$ cat src/rtl/sms_pkg.sv
/*
  Shared constants and types for the 8-bit serial shift core.
  Assumes one system clock; control bits arrive as plain ports.
*/
// Overview of operation
// - Enable dedicates the four serial pins
// - Status read then data write starts transfer
// - Completed byte to receive buffer; writes load transmit
// - Master bit picks master or slave
// - Empty shifter takes written byte at once; slave loads it only at select or byte end
// - Master drives clock from divider; slave receives
// - Automatic select low during transfer, high idle
// - Select low in master raises fault, aborts
// - Fault with enable requests interrupt
// - Half clock period before serial clock starts
// - Config change in master aborts transfer
// - Slave select high forces slave idle
// - Deselected slave floats output, ignores clock
// - Phase chooses latch and shift edges; order
// - Polarity inverts serial clock
// - Slave first bit at select or first edge
// - Eighth shift completes, sets receive full
// - Phase one: select leads, ends after bit eight
// - Phase zero: select trails by half period
// - Phase one back-to-back without pause
// - Polarity zero idles low, one high
// - Divisor is (prescale+1) times 2^(rate+1)
// - Status read then control write clears fault
// - Single-wire mode uses one data pin
package sms_pkg;
  // ****************************************
  // Sizes and counts
  // ****************************************
  localparam int          DATA_W     = 8;
  localparam int          RXQ_DEPTH  = 2;
  localparam int          DIV_W      = 12;
  localparam int          CFG_W      = 12;
  localparam logic [4:0]  LAST_EDGE  = 5'h10;
  localparam logic [3:0]  RATE_MAX   = 4'h8;
  localparam logic [7:0]  DATA_RST   = 8'h00;
  localparam int          CLK_PER_NS = 100;

  typedef enum logic [1:0] {
    SMS_IDLE  = 2'b00,
    SMS_LEAD  = 2'b01,
    SMS_SHIFT = 2'b11,
    SMS_TRAIL = 2'b10
  } sms_mstate_t;
endpackage : sms_pkg

$ cat src/rtl/sms_baud_div.sv
/*
  Half-bit tick generator for master mode.
  Assumes run is held high for the whole transfer.
*/
`timescale 1ns/1ps
module sms_baud_div (
  input  wire logic       i_clk_sys,   // System clock
  input  wire logic       i_rst,       // Sync reset
  input  wire logic       i_clk_en,    // Freeze when low
  input  wire logic       i_run,       // Divider active
  input  wire logic [2:0] i_prescale,  // Prescale field
  input  wire logic [3:0] i_rate,      // Rate select field
  output logic            o_half_tick  // One pulse per half bit
);
  typedef struct packed {
    logic [sms_pkg::DIV_W-1:0] cnt;
  } sms_div_state_t;

  sms_div_state_t r, n;
  logic [3:0]                rate_c;
  logic [sms_pkg::DIV_W-1:0] limit;

  // Reserved rate codes fall back to the largest divisor
  assign rate_c = (i_rate > sms_pkg::RATE_MAX) ? sms_pkg::RATE_MAX : i_rate;
  // Half of (prescale+1)*2^(rate+1) system cycles
  assign limit = (sms_pkg::DIV_W'({1'b0, i_prescale} + 4'h1) << rate_c)
               - sms_pkg::DIV_W'(1);
  assign o_half_tick = i_run && (r.cnt == limit);

  always_comb begin
    n = r;
    if (!i_run || o_half_tick) begin
      n.cnt = '0;
    end else begin
      n.cnt = r.cnt + sms_pkg::DIV_W'(1);
    end
  end

  always_ff @(posedge i_clk_sys) begin
    if (i_rst) begin
      r <= '0;
    end else if (i_clk_en) begin
      r <= n;
    end
  end
endmodule : sms_baud_div

$ cat src/rtl/sms_rx_fifo.sv
/*
  Two-entry receive buffer with valid/ready on both sides.
  Assumes the filler drops its word when in_ready is low.
*/
`timescale 1ns/1ps
module sms_rx_fifo (
  input  wire logic                      i_clk_sys,   // System clock
  input  wire logic                      i_rst,       // Sync reset
  input  wire logic                      i_clk_en,    // Freeze when low
  input  wire logic                      i_in_valid,  // Word offered
  output logic                           o_in_ready,  // Space left
  input  wire logic [sms_pkg::DATA_W-1:0] i_in_data,  // Word in
  output logic                           o_out_valid, // Word held
  input  wire logic                      i_out_ready, // Consumer takes
  output logic [sms_pkg::DATA_W-1:0]     o_out_data   // Oldest word
);
  typedef struct packed {
    logic [sms_pkg::RXQ_DEPTH-1:0][sms_pkg::DATA_W-1:0] mem;
    logic                                               wp;
    logic                                               rp;
    logic [1:0]                                         cnt;
  } sms_fifo_state_t;

  sms_fifo_state_t r, n;
  logic            push, pop;

  assign o_in_ready  = (r.cnt != 2'(sms_pkg::RXQ_DEPTH));
  assign o_out_valid = (r.cnt != 2'h0);
  assign o_out_data  = r.mem[r.rp];
  assign push        = i_in_valid && o_in_ready;
  assign pop         = o_out_valid && i_out_ready;

  always_comb begin
    n = r;
    if (push) begin
      n.mem[r.wp] = i_in_data;
      n.wp        = ~r.wp;
    end
    if (pop) begin
      n.rp = ~r.rp;
    end
    n.cnt = r.cnt + 2'(push) - 2'(pop);
  end

  always_ff @(posedge i_clk_sys) begin
    if (i_rst) begin
      r <= '0;
    end else if (i_clk_en) begin
      r <= n;
    end
  end
endmodule : sms_rx_fifo

$ cat src/rtl/sms_core.sv
/*
  Serial shift core, master or slave, with pins split into in/out/oe.
  Assumes software strobes are one-cycle pulses on i_clk_sys; pins are
  asynchronous and are synchronised here.
*/
`timescale 1ns/1ps
module sms_core (
  input  wire logic       i_clk_sys,                 // 10 MHz system clock
  input  wire logic       i_rst,                     // Sync reset, high
  input  wire logic       i_clk_en,                  // Freeze when low
  input  wire logic       i_module_enable,           // Block enable
  input  wire logic       i_master_select,           // 1 master, 0 slave
  input  wire logic       i_clock_polarity,          // Idle level of clock
  input  wire logic       i_clock_phase,             // Clock format
  input  wire logic       i_low_bit_first,           // Shift order
  input  wire logic       i_select_output_enable,    // Auto select out
  input  wire logic       i_fault_detect_enable,     // Fault detect
  input  wire logic       i_single_wire_select,      // One data pin
  input  wire logic       i_single_wire_direction,   // Drive that pin
  input  wire logic       i_receive_fault_irq_enable,// Irq enable
  input  wire logic [2:0] i_prescale_field,          // Prescale
  input  wire logic [3:0] i_rate_select_field,       // Rate select
  input  wire logic       i_status_rd,               // Status read pulse
  input  wire logic       i_ctrl1_wr,                // Control write pulse
  input  wire logic       i_data_wr,                 // Data write pulse
  input  wire logic [7:0] i_data_wdata,              // Data to send
  input  wire logic       i_data_rd,                 // Data read pulse
  output logic      [7:0] o_data_rdata,              // Received byte
  output logic            o_transmit_empty_flag,     // Tx buffer free
  output logic            o_receive_full_flag,       // Rx byte waiting
  output logic            o_fault_flag,              // Mode fault
  output logic            o_master_active,           // Acting master
  output logic            o_irq_request,             // Interrupt level
  input  wire logic       i_serial_clock_pin,        // Clock pin in
  output logic            o_serial_clock_pin,        // Clock pin out
  output logic            o_serial_clock_pin_oe,     // Clock pin drive
  input  wire logic       i_mosi,                    // MOSI in
  output logic            o_mosi,                    // MOSI out
  output logic            o_mosi_oe,                 // MOSI drive
  input  wire logic       i_miso,                    // MISO in
  output logic            o_miso,                    // MISO out
  output logic            o_miso_oe,                 // MISO drive
  input  wire logic       i_ss_n,                    // Select in
  output logic            o_ss_n,                    // Select out
  output logic            o_ss_n_oe                  // Select drive
);
  // ****************************************
  // State
  // ****************************************
  typedef struct packed {
    logic                 sck_s1, sck_s2, sck_s3;
    logic                 mosi_s1, mosi_s2;
    logic                 miso_s1, miso_s2;
    logic                 ss_s1, ss_s2, ss_s3;
    sms_pkg::sms_mstate_t st;
    logic [4:0]           edge_cnt;
    logic                 sck_lvl;
    logic [7:0]           sr;
    logic                 lat;
    logic                 dout;
    logic [7:0]           tx_buf;
    logic                 tx_full;
    logic                 tef_seen;
    logic                 fault;
    logic                 fclr_armed;
    logic [sms_pkg::CFG_W+1:0] cfg_prev;
  } sms_core_state_t;

  localparam sms_core_state_t RST = '{
    ss_s1: 1'b1, ss_s2: 1'b1, ss_s3: 1'b1,
    st: sms_pkg::SMS_IDLE, tx_buf: sms_pkg::DATA_RST,
    sr: sms_pkg::DATA_RST, default: '0};

  sms_core_state_t r, n;

  logic                      m_eff, half_tick, done, rx_ready, rx_valid;
  logic                      din, ev, en_odd, smp_edge, cfg_chg, fault_set;
  logic                      abort, wr_ok;
  logic [7:0]                rx_word;
  logic [4:0]                en;
  logic [sms_pkg::CFG_W-1:0] cfg;

  function automatic logic [7:0] shift_in(input logic [7:0] s, input logic b,
                                          input logic lsbf);
    // Shift direction follows the order: right with entry at bit 7, or left with entry at bit 0
    shift_in = lsbf ? {b, s[7:1]} : {s[6:0], b};
  endfunction : shift_in

  function automatic logic head(input logic [7:0] s, input logic lsbf);
    head = lsbf ? s[0] : s[7];
  endfunction : head

  // ****************************************
  // Mode and configuration watch
  // ****************************************
  assign m_eff = i_module_enable && i_master_select && !r.fault;
  assign cfg = {i_clock_polarity, i_clock_phase, i_select_output_enable,
                i_low_bit_first, i_fault_detect_enable, i_single_wire_select,
                i_single_wire_direction && i_single_wire_select,
                i_prescale_field, i_rate_select_field[3:2]};
  assign cfg_chg = ({cfg, i_rate_select_field[1:0]} != r.cfg_prev);
  assign fault_set = i_module_enable && i_master_select && !r.fault &&
                     i_fault_detect_enable && !i_select_output_enable &&
                     !r.ss_s2;
  assign abort = !m_eff || fault_set || cfg_chg;
  assign wr_ok = i_data_wr && r.tef_seen && !r.tx_full;

  // Sample pin: single-wire mode samples MOSI as master and MISO as slave
  always_comb begin
    if (m_eff) begin
      din = i_single_wire_select ? r.mosi_s2 : r.miso_s2;
    end else begin
      din = i_single_wire_select ? r.miso_s2 : r.mosi_s2;
    end
  end

  sms_baud_div u_div (
    .i_clk_sys   (i_clk_sys),
    .i_rst       (i_rst),
    .i_clk_en    (i_clk_en),
    .i_run       (m_eff && (r.st != sms_pkg::SMS_IDLE)),
    .i_prescale  (i_prescale_field),
    .i_rate      (i_rate_select_field),
    .o_half_tick (half_tick)
  );

  // ****************************************
  // Edge bookkeeping shared by both roles
  // ****************************************
  always_comb begin
    if (m_eff) begin
      ev = (r.st == sms_pkg::SMS_LEAD || r.st == sms_pkg::SMS_SHIFT) && half_tick;
    end else begin
      // Deselected slave ignores the clock
      ev = i_module_enable && !r.ss_s2 && (r.sck_s2 != r.sck_s3);
    end
    en       = r.edge_cnt + 5'h01;
    en_odd   = en[0];
    smp_edge = i_clock_phase ? !en_odd : en_odd;
  end

  // ****************************************
  // Next state
  // ****************************************
  always_comb begin
    n      = r;
    done   = 1'b0;
    n.sck_s1  = i_serial_clock_pin;
    n.sck_s2  = r.sck_s1;
    n.sck_s3  = r.sck_s2;
    n.mosi_s1 = i_mosi;
    n.mosi_s2 = r.mosi_s1;
    n.miso_s1 = i_miso;
    n.miso_s2 = r.miso_s1;
    n.ss_s1   = i_ss_n;
    n.ss_s2   = r.ss_s1;
    n.ss_s3   = r.ss_s2;
    n.cfg_prev = {cfg, i_rate_select_field[1:0]};

    // Software side of the status/data handshake
    if (i_status_rd && !r.tx_full) begin
      n.tef_seen = 1'b1;
    end
    if (i_status_rd && r.fault) begin
      n.fclr_armed = 1'b1;
    end

    // Shift engine, common to both roles
    if (ev) begin
      n.edge_cnt = en;
      if (m_eff) begin
        n.sck_lvl = ~r.sck_lvl;
      end
      if (smp_edge) begin
        n.lat = din;
        if (en == sms_pkg::LAST_EDGE) begin
          n.sr   = shift_in(r.sr, din, i_low_bit_first);
          done   = 1'b1;
        end
      end else if (i_clock_phase && en == 5'h01) begin
        n.dout = head(r.sr, i_low_bit_first);
      end else begin
        n.sr   = shift_in(r.sr, r.lat, i_low_bit_first);
        n.dout = head(n.sr, i_low_bit_first);
        if (en == sms_pkg::LAST_EDGE) begin
          done = 1'b1;
        end
      end
    end
    rx_word = n.sr; // Taken before a slave reload replaces the shifter

    if (m_eff) begin
      case (r.st)
        sms_pkg::SMS_IDLE: begin
          if (r.tx_full) begin
            n.sr       = r.tx_buf;
            n.dout     = head(r.tx_buf, i_low_bit_first);
            n.tx_full  = 1'b0;
            n.edge_cnt = 5'h00;
            n.st       = sms_pkg::SMS_LEAD;
          end
        end
        sms_pkg::SMS_LEAD: begin
          if (half_tick) begin
            n.st = sms_pkg::SMS_SHIFT;
          end
        end
        sms_pkg::SMS_SHIFT: begin
          if (ev && en == sms_pkg::LAST_EDGE) begin
            n.st = sms_pkg::SMS_TRAIL;
          end
        end
        sms_pkg::SMS_TRAIL: begin
          if (half_tick) begin
            if (i_clock_phase && n.tx_full) begin
              n.sr       = r.tx_buf;
              n.dout     = head(r.tx_buf, i_low_bit_first);
              n.sck_lvl  = ~r.sck_lvl;
              n.tx_full  = 1'b0;
              n.edge_cnt = 5'h01;
              n.st       = sms_pkg::SMS_SHIFT;
            end else begin
              n.st = sms_pkg::SMS_IDLE;
            end
          end
        end
        default: begin
          n.st = sms_pkg::SMS_IDLE;
        end
      endcase
    end else begin
      n.st      = sms_pkg::SMS_IDLE;
      n.sck_lvl = 1'b0;
      if (r.ss_s2) begin
        n.edge_cnt = 5'h00;
      end else if ((r.ss_s3 || done) && i_module_enable) begin
        // Selection or a finished byte reloads from the transmit buffer
        if (r.tx_full) begin
          n.sr      = r.tx_buf;
          n.tx_full = 1'b0;
        end
        n.edge_cnt = 5'h00;
        n.dout     = head(n.sr, i_low_bit_first);
      end
    end

    // Aborts drop the transfer and return the master to idle
    if (abort && r.st != sms_pkg::SMS_IDLE) begin
      n.st       = sms_pkg::SMS_IDLE;
      n.sck_lvl  = 1'b0;
      n.edge_cnt = 5'h00;
      done       = 1'b0;
    end

    // Write lands after any reload so a queued byte is never overwritten
    if (wr_ok) begin
      n.tx_buf   = i_data_wdata;
      n.tx_full  = 1'b1;
      n.tef_seen = 1'b0;
    end else if (i_data_wr) begin
      n.tef_seen = 1'b0;
    end

    // Set beats clear when both land in one cycle
    if (i_ctrl1_wr) begin
      n.fclr_armed = 1'b0;
      if (r.fclr_armed) begin
        n.fault = 1'b0;
      end
    end
    if (fault_set) begin
      n.fault = 1'b1;
    end
  end

  // ****************************************
  // Receive buffer
  // ****************************************
  // A full buffer drops the new byte, as an overrun would
  sms_rx_fifo u_rxq (
    .i_clk_sys   (i_clk_sys),
    .i_rst       (i_rst),
    .i_clk_en    (i_clk_en),
    .i_in_valid  (done),
    .o_in_ready  (rx_ready),
    .i_in_data   (rx_word),
    .o_out_valid (rx_valid),
    .i_out_ready (i_data_rd),
    .o_out_data  (o_data_rdata)
  );

  always_ff @(posedge i_clk_sys) begin
    if (i_rst) begin
      r <= RST;
    end else if (i_clk_en) begin
      r <= n;
    end
  end

  // ****************************************
  // Pins and flags
  // ****************************************
  assign o_transmit_empty_flag = !r.tx_full;
  assign o_receive_full_flag   = rx_valid;
  assign o_fault_flag          = r.fault;
  assign o_master_active       = m_eff;
  assign o_irq_request = i_receive_fault_irq_enable &&
                         (r.fault || rx_valid);

  // Clock output idles at the polarity level
  assign o_serial_clock_pin    = r.sck_lvl ^ i_clock_polarity;
  assign o_serial_clock_pin_oe = m_eff;
  assign o_mosi    = r.dout;
  assign o_mosi_oe = m_eff &&
                     (!i_single_wire_select || i_single_wire_direction);
  assign o_miso    = r.dout;
  // Faulted block keeps every output off
  assign o_miso_oe = i_module_enable && !i_master_select && !r.fault &&
                     !r.ss_s2 &&
                     (!i_single_wire_select || i_single_wire_direction);
  assign o_ss_n    = (r.st == sms_pkg::SMS_IDLE);
  assign o_ss_n_oe = m_eff && i_fault_detect_enable && i_select_output_enable;
endmodule : sms_core

$ cat config.mk
export PLATFORM = sky130hd
export DESIGN_NAME = sms_core
export DESIGN_NICKNAME = d
export VERILOG_FILES = /design/src/rtl/sms_pkg.sv /design/src/rtl/sms_baud_div.sv /design/src/rtl/sms_rx_fifo.sv /design/src/rtl/sms_core.sv
export SDC_FILE = /design/constraint.sdc
export NUM_CORES = 1
export LEC_CHECK = 0
export BUFFER_PORTS_ARGS = -buffer_cell sky130_fd_sc_hd__buf_2
export CAP_MARGIN = 10
export CELL_PAD_IN_SITES_DETAIL_PLACEMENT = 1
export CELL_PAD_IN_SITES_GLOBAL_PLACEMENT = 2
export CORE_MARGIN = 10
export CORE_UTILIZATION = 36
export DETAILED_ROUTE_END_ITERATION = 8
export HOLD_SLACK_MARGIN = 0.1
export PLACE_DENSITY = 0.79
export SLEW_MARGIN = 30
export SYNTH_ARGS = -nofsm -noshare
export SYNTH_HDL_FRONTEND = slang
export SYNTH_SLANG_ARGS = --single-unit
$ cat constraint.sdc
create_clock -name i_clk_sys -period 5.7 [get_ports i_clk_sys]
set_clock_uncertainty 0.05 [all_clocks]
set_input_delay 0.285 -clock i_clk_sys [delete_from_list [all_inputs] [get_ports i_clk_sys]]
set_output_delay 0.285 -clock i_clk_sys [all_outputs]
set_load 0.02 [all_outputs]
==> results_dict.tcl <==
set metrics [dict create \
    io_buffers 56 \
    peakVddDrop_mv 0.149 \
    seqPwrFrac_pct 42.8 \
    hp-class "primary input to flop" \
    ys_seq_area_share_pct 31.5 \
    dp.cells 852 \
    synthesis.area_um2 5470 \
    grt_antenna_before_repair 1 \
    fin_tns_setup_ns 0 \
    syn-num-nets 693 \
    drc 0 \
    rsz0062_at_grt "false" \
    num_rows 45 \
    grtUsageTotal_pct 16.1 \
    detail_route.wl_per_cell_um 18.8 \
    synth_area_per_cell_um2 8.43 \
    synth_cell_types 80 \
    power.density_nw_per_um2 237 \
    grt_pass1_vias 4891 \
    setup_slack_ns 1.10 \
    yosys_warnings 0 \
    h-tree-depth 3 \
    start_util_pct 36.4 \
    drtIter0Drc 236 \
    path_max_fanout 12 \
    numCtsBuffers 9 \
    outcome "finished, final reports clean" \
    comb_power_share_pct 14.4 \
    period_share_pct 80.8 \
    relSlewSlack_pct 34.7 \
    fin_crit_ns 4.60 \
    fp.dieW_um 143 \
    fmax_ghz 0.217 \
    routed_wl_um 16400 \
    cts.sinks 86 \
    slowest_delay_ns 0.71 \
    crit_chain "buf_2 > ha_1 > nand2b_1 > a21o_1 > or2_2 > ha_1 > xnor2_1 > xnor2_1 > nand2_1 > nor4bb_1 > o21ai_0 > a311o_1 > o41ai_2 > and4_1 > mux2i_1 > nor2_1" \
    grt_overflow 0 \
    drv_slew 0 \
    antenna_cells 0 \
    via_per_inst 5.57 \
    clk_pin_slew_worst_paths_ns 0.07 \
    cts_root_buf "clkbuf_16" \
    core_area_um2 15000 \
    clockBufferDepth 2 \
    worst_slew_pin_slew_ns 0.971 \
    grt_start_max_net_pins 72 \
    internal_power_uw 1050 \
    dieHeight_um 143 \
    gp_congestion 0.916 \
    pin_count 57 \
    yosys_register_bits 86 \
    start_kind "primary input" \
    switching_share_pct 28.5 \
    pwr-share-clk_pct 42.8 \
    ant_nets 0 \
    p_total_uw 1470 \
    utilization_pct 41.1 \
    area_growth_pct 12.8 \
    layout-drive-gt1-share_pct 18.6 \
    synth_cells 649 \
    nNetsFinal 722 \
    end_kind "flop" \
    cp_slowest_cell "o41ai_2" \
    firstDrtPassIters 5 \
    grt_pass1_wl_um 26400 \
    finalHoldViolations 0 \
    final_cell_mix "dfxtp_1 (86), nor2_1 (81), nand2_1 (58)" \
    place_ws_ns 0.787 \
    insertion_delay_ns 0.35 \
    async_reset_ff_share_pct 0 \
    synth-edff-count 0 \
    power.leakage_uw 0.00239 \
    layout_commonest_cell "dfxtp_1" \
    dp_hpwl_um 12300 \
    vias 4848 \
    maxCapViolations 0 \
    critPathArrivalTime_ns 4.76 \
    fin_cells 871 \
    p_switching_uw 419 \
    ys.flop_type "dfxtp_1" \
    die-area_um2 20500 \
    setup_viol 0 \
    worstPathRequired_ns 5.86 \
    cts_tree "yes" \
    critPathKind "primary input to flop" \
]
[registers in the layout (all words and copies together) (netlist names)]
signal        count
o_miso            1
o_fault_flag      1
n                 6
u_div.r          12
u_rxq.r          20
r                46
[power groups by stage]
stage          Sequential (uW)  Combinational, uW  Clock, uW
2_1_floorplan              638                155          0
3_3_place_gp               641                204          0
3_5_place_dp               642                209          0
4_1_cts                    628                211        646
5_1_grt                    630                233        672
6_report                   628                211        628
[area by class of cell]
cell class	count	area, um2
fillers	1801	8860
multi-input cells	494	3470
flip-flops and latches	86	1720
repair buffers	64	348
well taps	188	235
clock buffers	9	225
clock inverters	7	91.3
inverters	23	86.3
[critical path, delay by kind of cell]
family,cells,cell delay (ns)
buffers and inverters,1,0.18
AND/OR/NAND/NOR,6,1.55
adder cells (fa/ha/maj),2,0.64
AO/OA/AOI/OAI,4,1.46
multiplexers,1,0.28
XOR/XNOR,2,0.38
[cells in the mapped netlist (4+ instances only)]
master | instances | area, um2
o31ai_1 | 5 | 37.5
a31oi_1 | 13 | 81.3
ha_1 | 8 | 100
a311oi_1 | 7 | 61.3
nor2_1 | 81 | 304
a21oi_1 | 24 | 120
xnor2_1 | 36 | 315
nor2b_1 | 6 | 37.5
nand3_1 | 22 | 110
nor4_1 | 4 | 25.0
and2_1 | 4 | 25.0
xor2_1 | 16 | 140
nand4_1 | 7 | 43.8
buf_2 | 13 | 65.1
mux2_2 | 24 | 270
dfxtp_1 | 86 | 1720
mux2i_1 | 46 | 460
inv_1 | 22 | 82.6
nor3_1 | 10 | 50.1
a211oi_1 | 6 | 45.0
nand2_1 | 58 | 218
and3_1 | 10 | 62.6
and4_1 | 4 | 35.0
nand2b_1 | 7 | 43.8
o21ai_0 | 18 | 90.1
clkbuf_1 | 28 | 105
[per-stage QoR]
stage | hold slack, ns | area (um2)
3_5_place_dp | 0.406 | 5820
5_1_grt | 0.131 | 6180
2_1_floorplan | 0.335 | 5470
6_report | 0.116 | 6180
4_1_cts | 0.103 | 6170
3_3_place_gp | 0.401 | 5820
[worst paths after layout]
check / startpoint / endpoint / slack (ns) / cells past startpoint
worst max-delay path: i_prescale_field[0] / u_rxq.r[5]$_SDFFE_PP0P_ / 1.10 / 16
worst max register to register: r[37]$_SDFFE_PP0P_ / r[28]$_SDFFE_PP0P_ / 1.67 / 11
worst min register to register: r[19]$_SDFFE_PP0P_ / r[19]$_SDFFE_PP0P_ / 0.41 / 2
worst min-delay path: i_data_wdata[4] / r[22]$_SDFFE_PP0P_ / 0.12 / 3
[timing repair]
| action | CTS | global route |
|---|---|---|
| setup buffers | 0 | 0 |
| hold endpoints to repair | 3 | 0 |
| resized for setup | 0 | 0 |
| hold buffers | 3 | 0 |
[layer usage]
metal  vias up  wire [um]  global-route usage, %
li1       2381          -                      -
met1      2380       8090                   21.9
met2        73       7510                   24.9
met3        12        598                   3.10
met4         2        178                   5.05
met5         -          7                      0
[cells by family (layout without fill, tap and decap cells)]
| family | after synthesis | in the layout | share of synthesized area [%] |
|---|---|---|---|
| and+or+nand+nor | 236 | 236 | 21.4 |
| AOI/OAI and AO/OA | 126 | 126 | 17.7 |
| muxes | 71 | 71 | 13.8 |
| adders and majority gates | 8 | 8 | 1.83 |
| xor gates and xnor gates | 53 | 53 | 8.62 |
| DFF | 86 | 86 | 31.5 |
| buffers and inverters | 69 | 103 | 5.30 |
(Power assumes the default switching activity.)
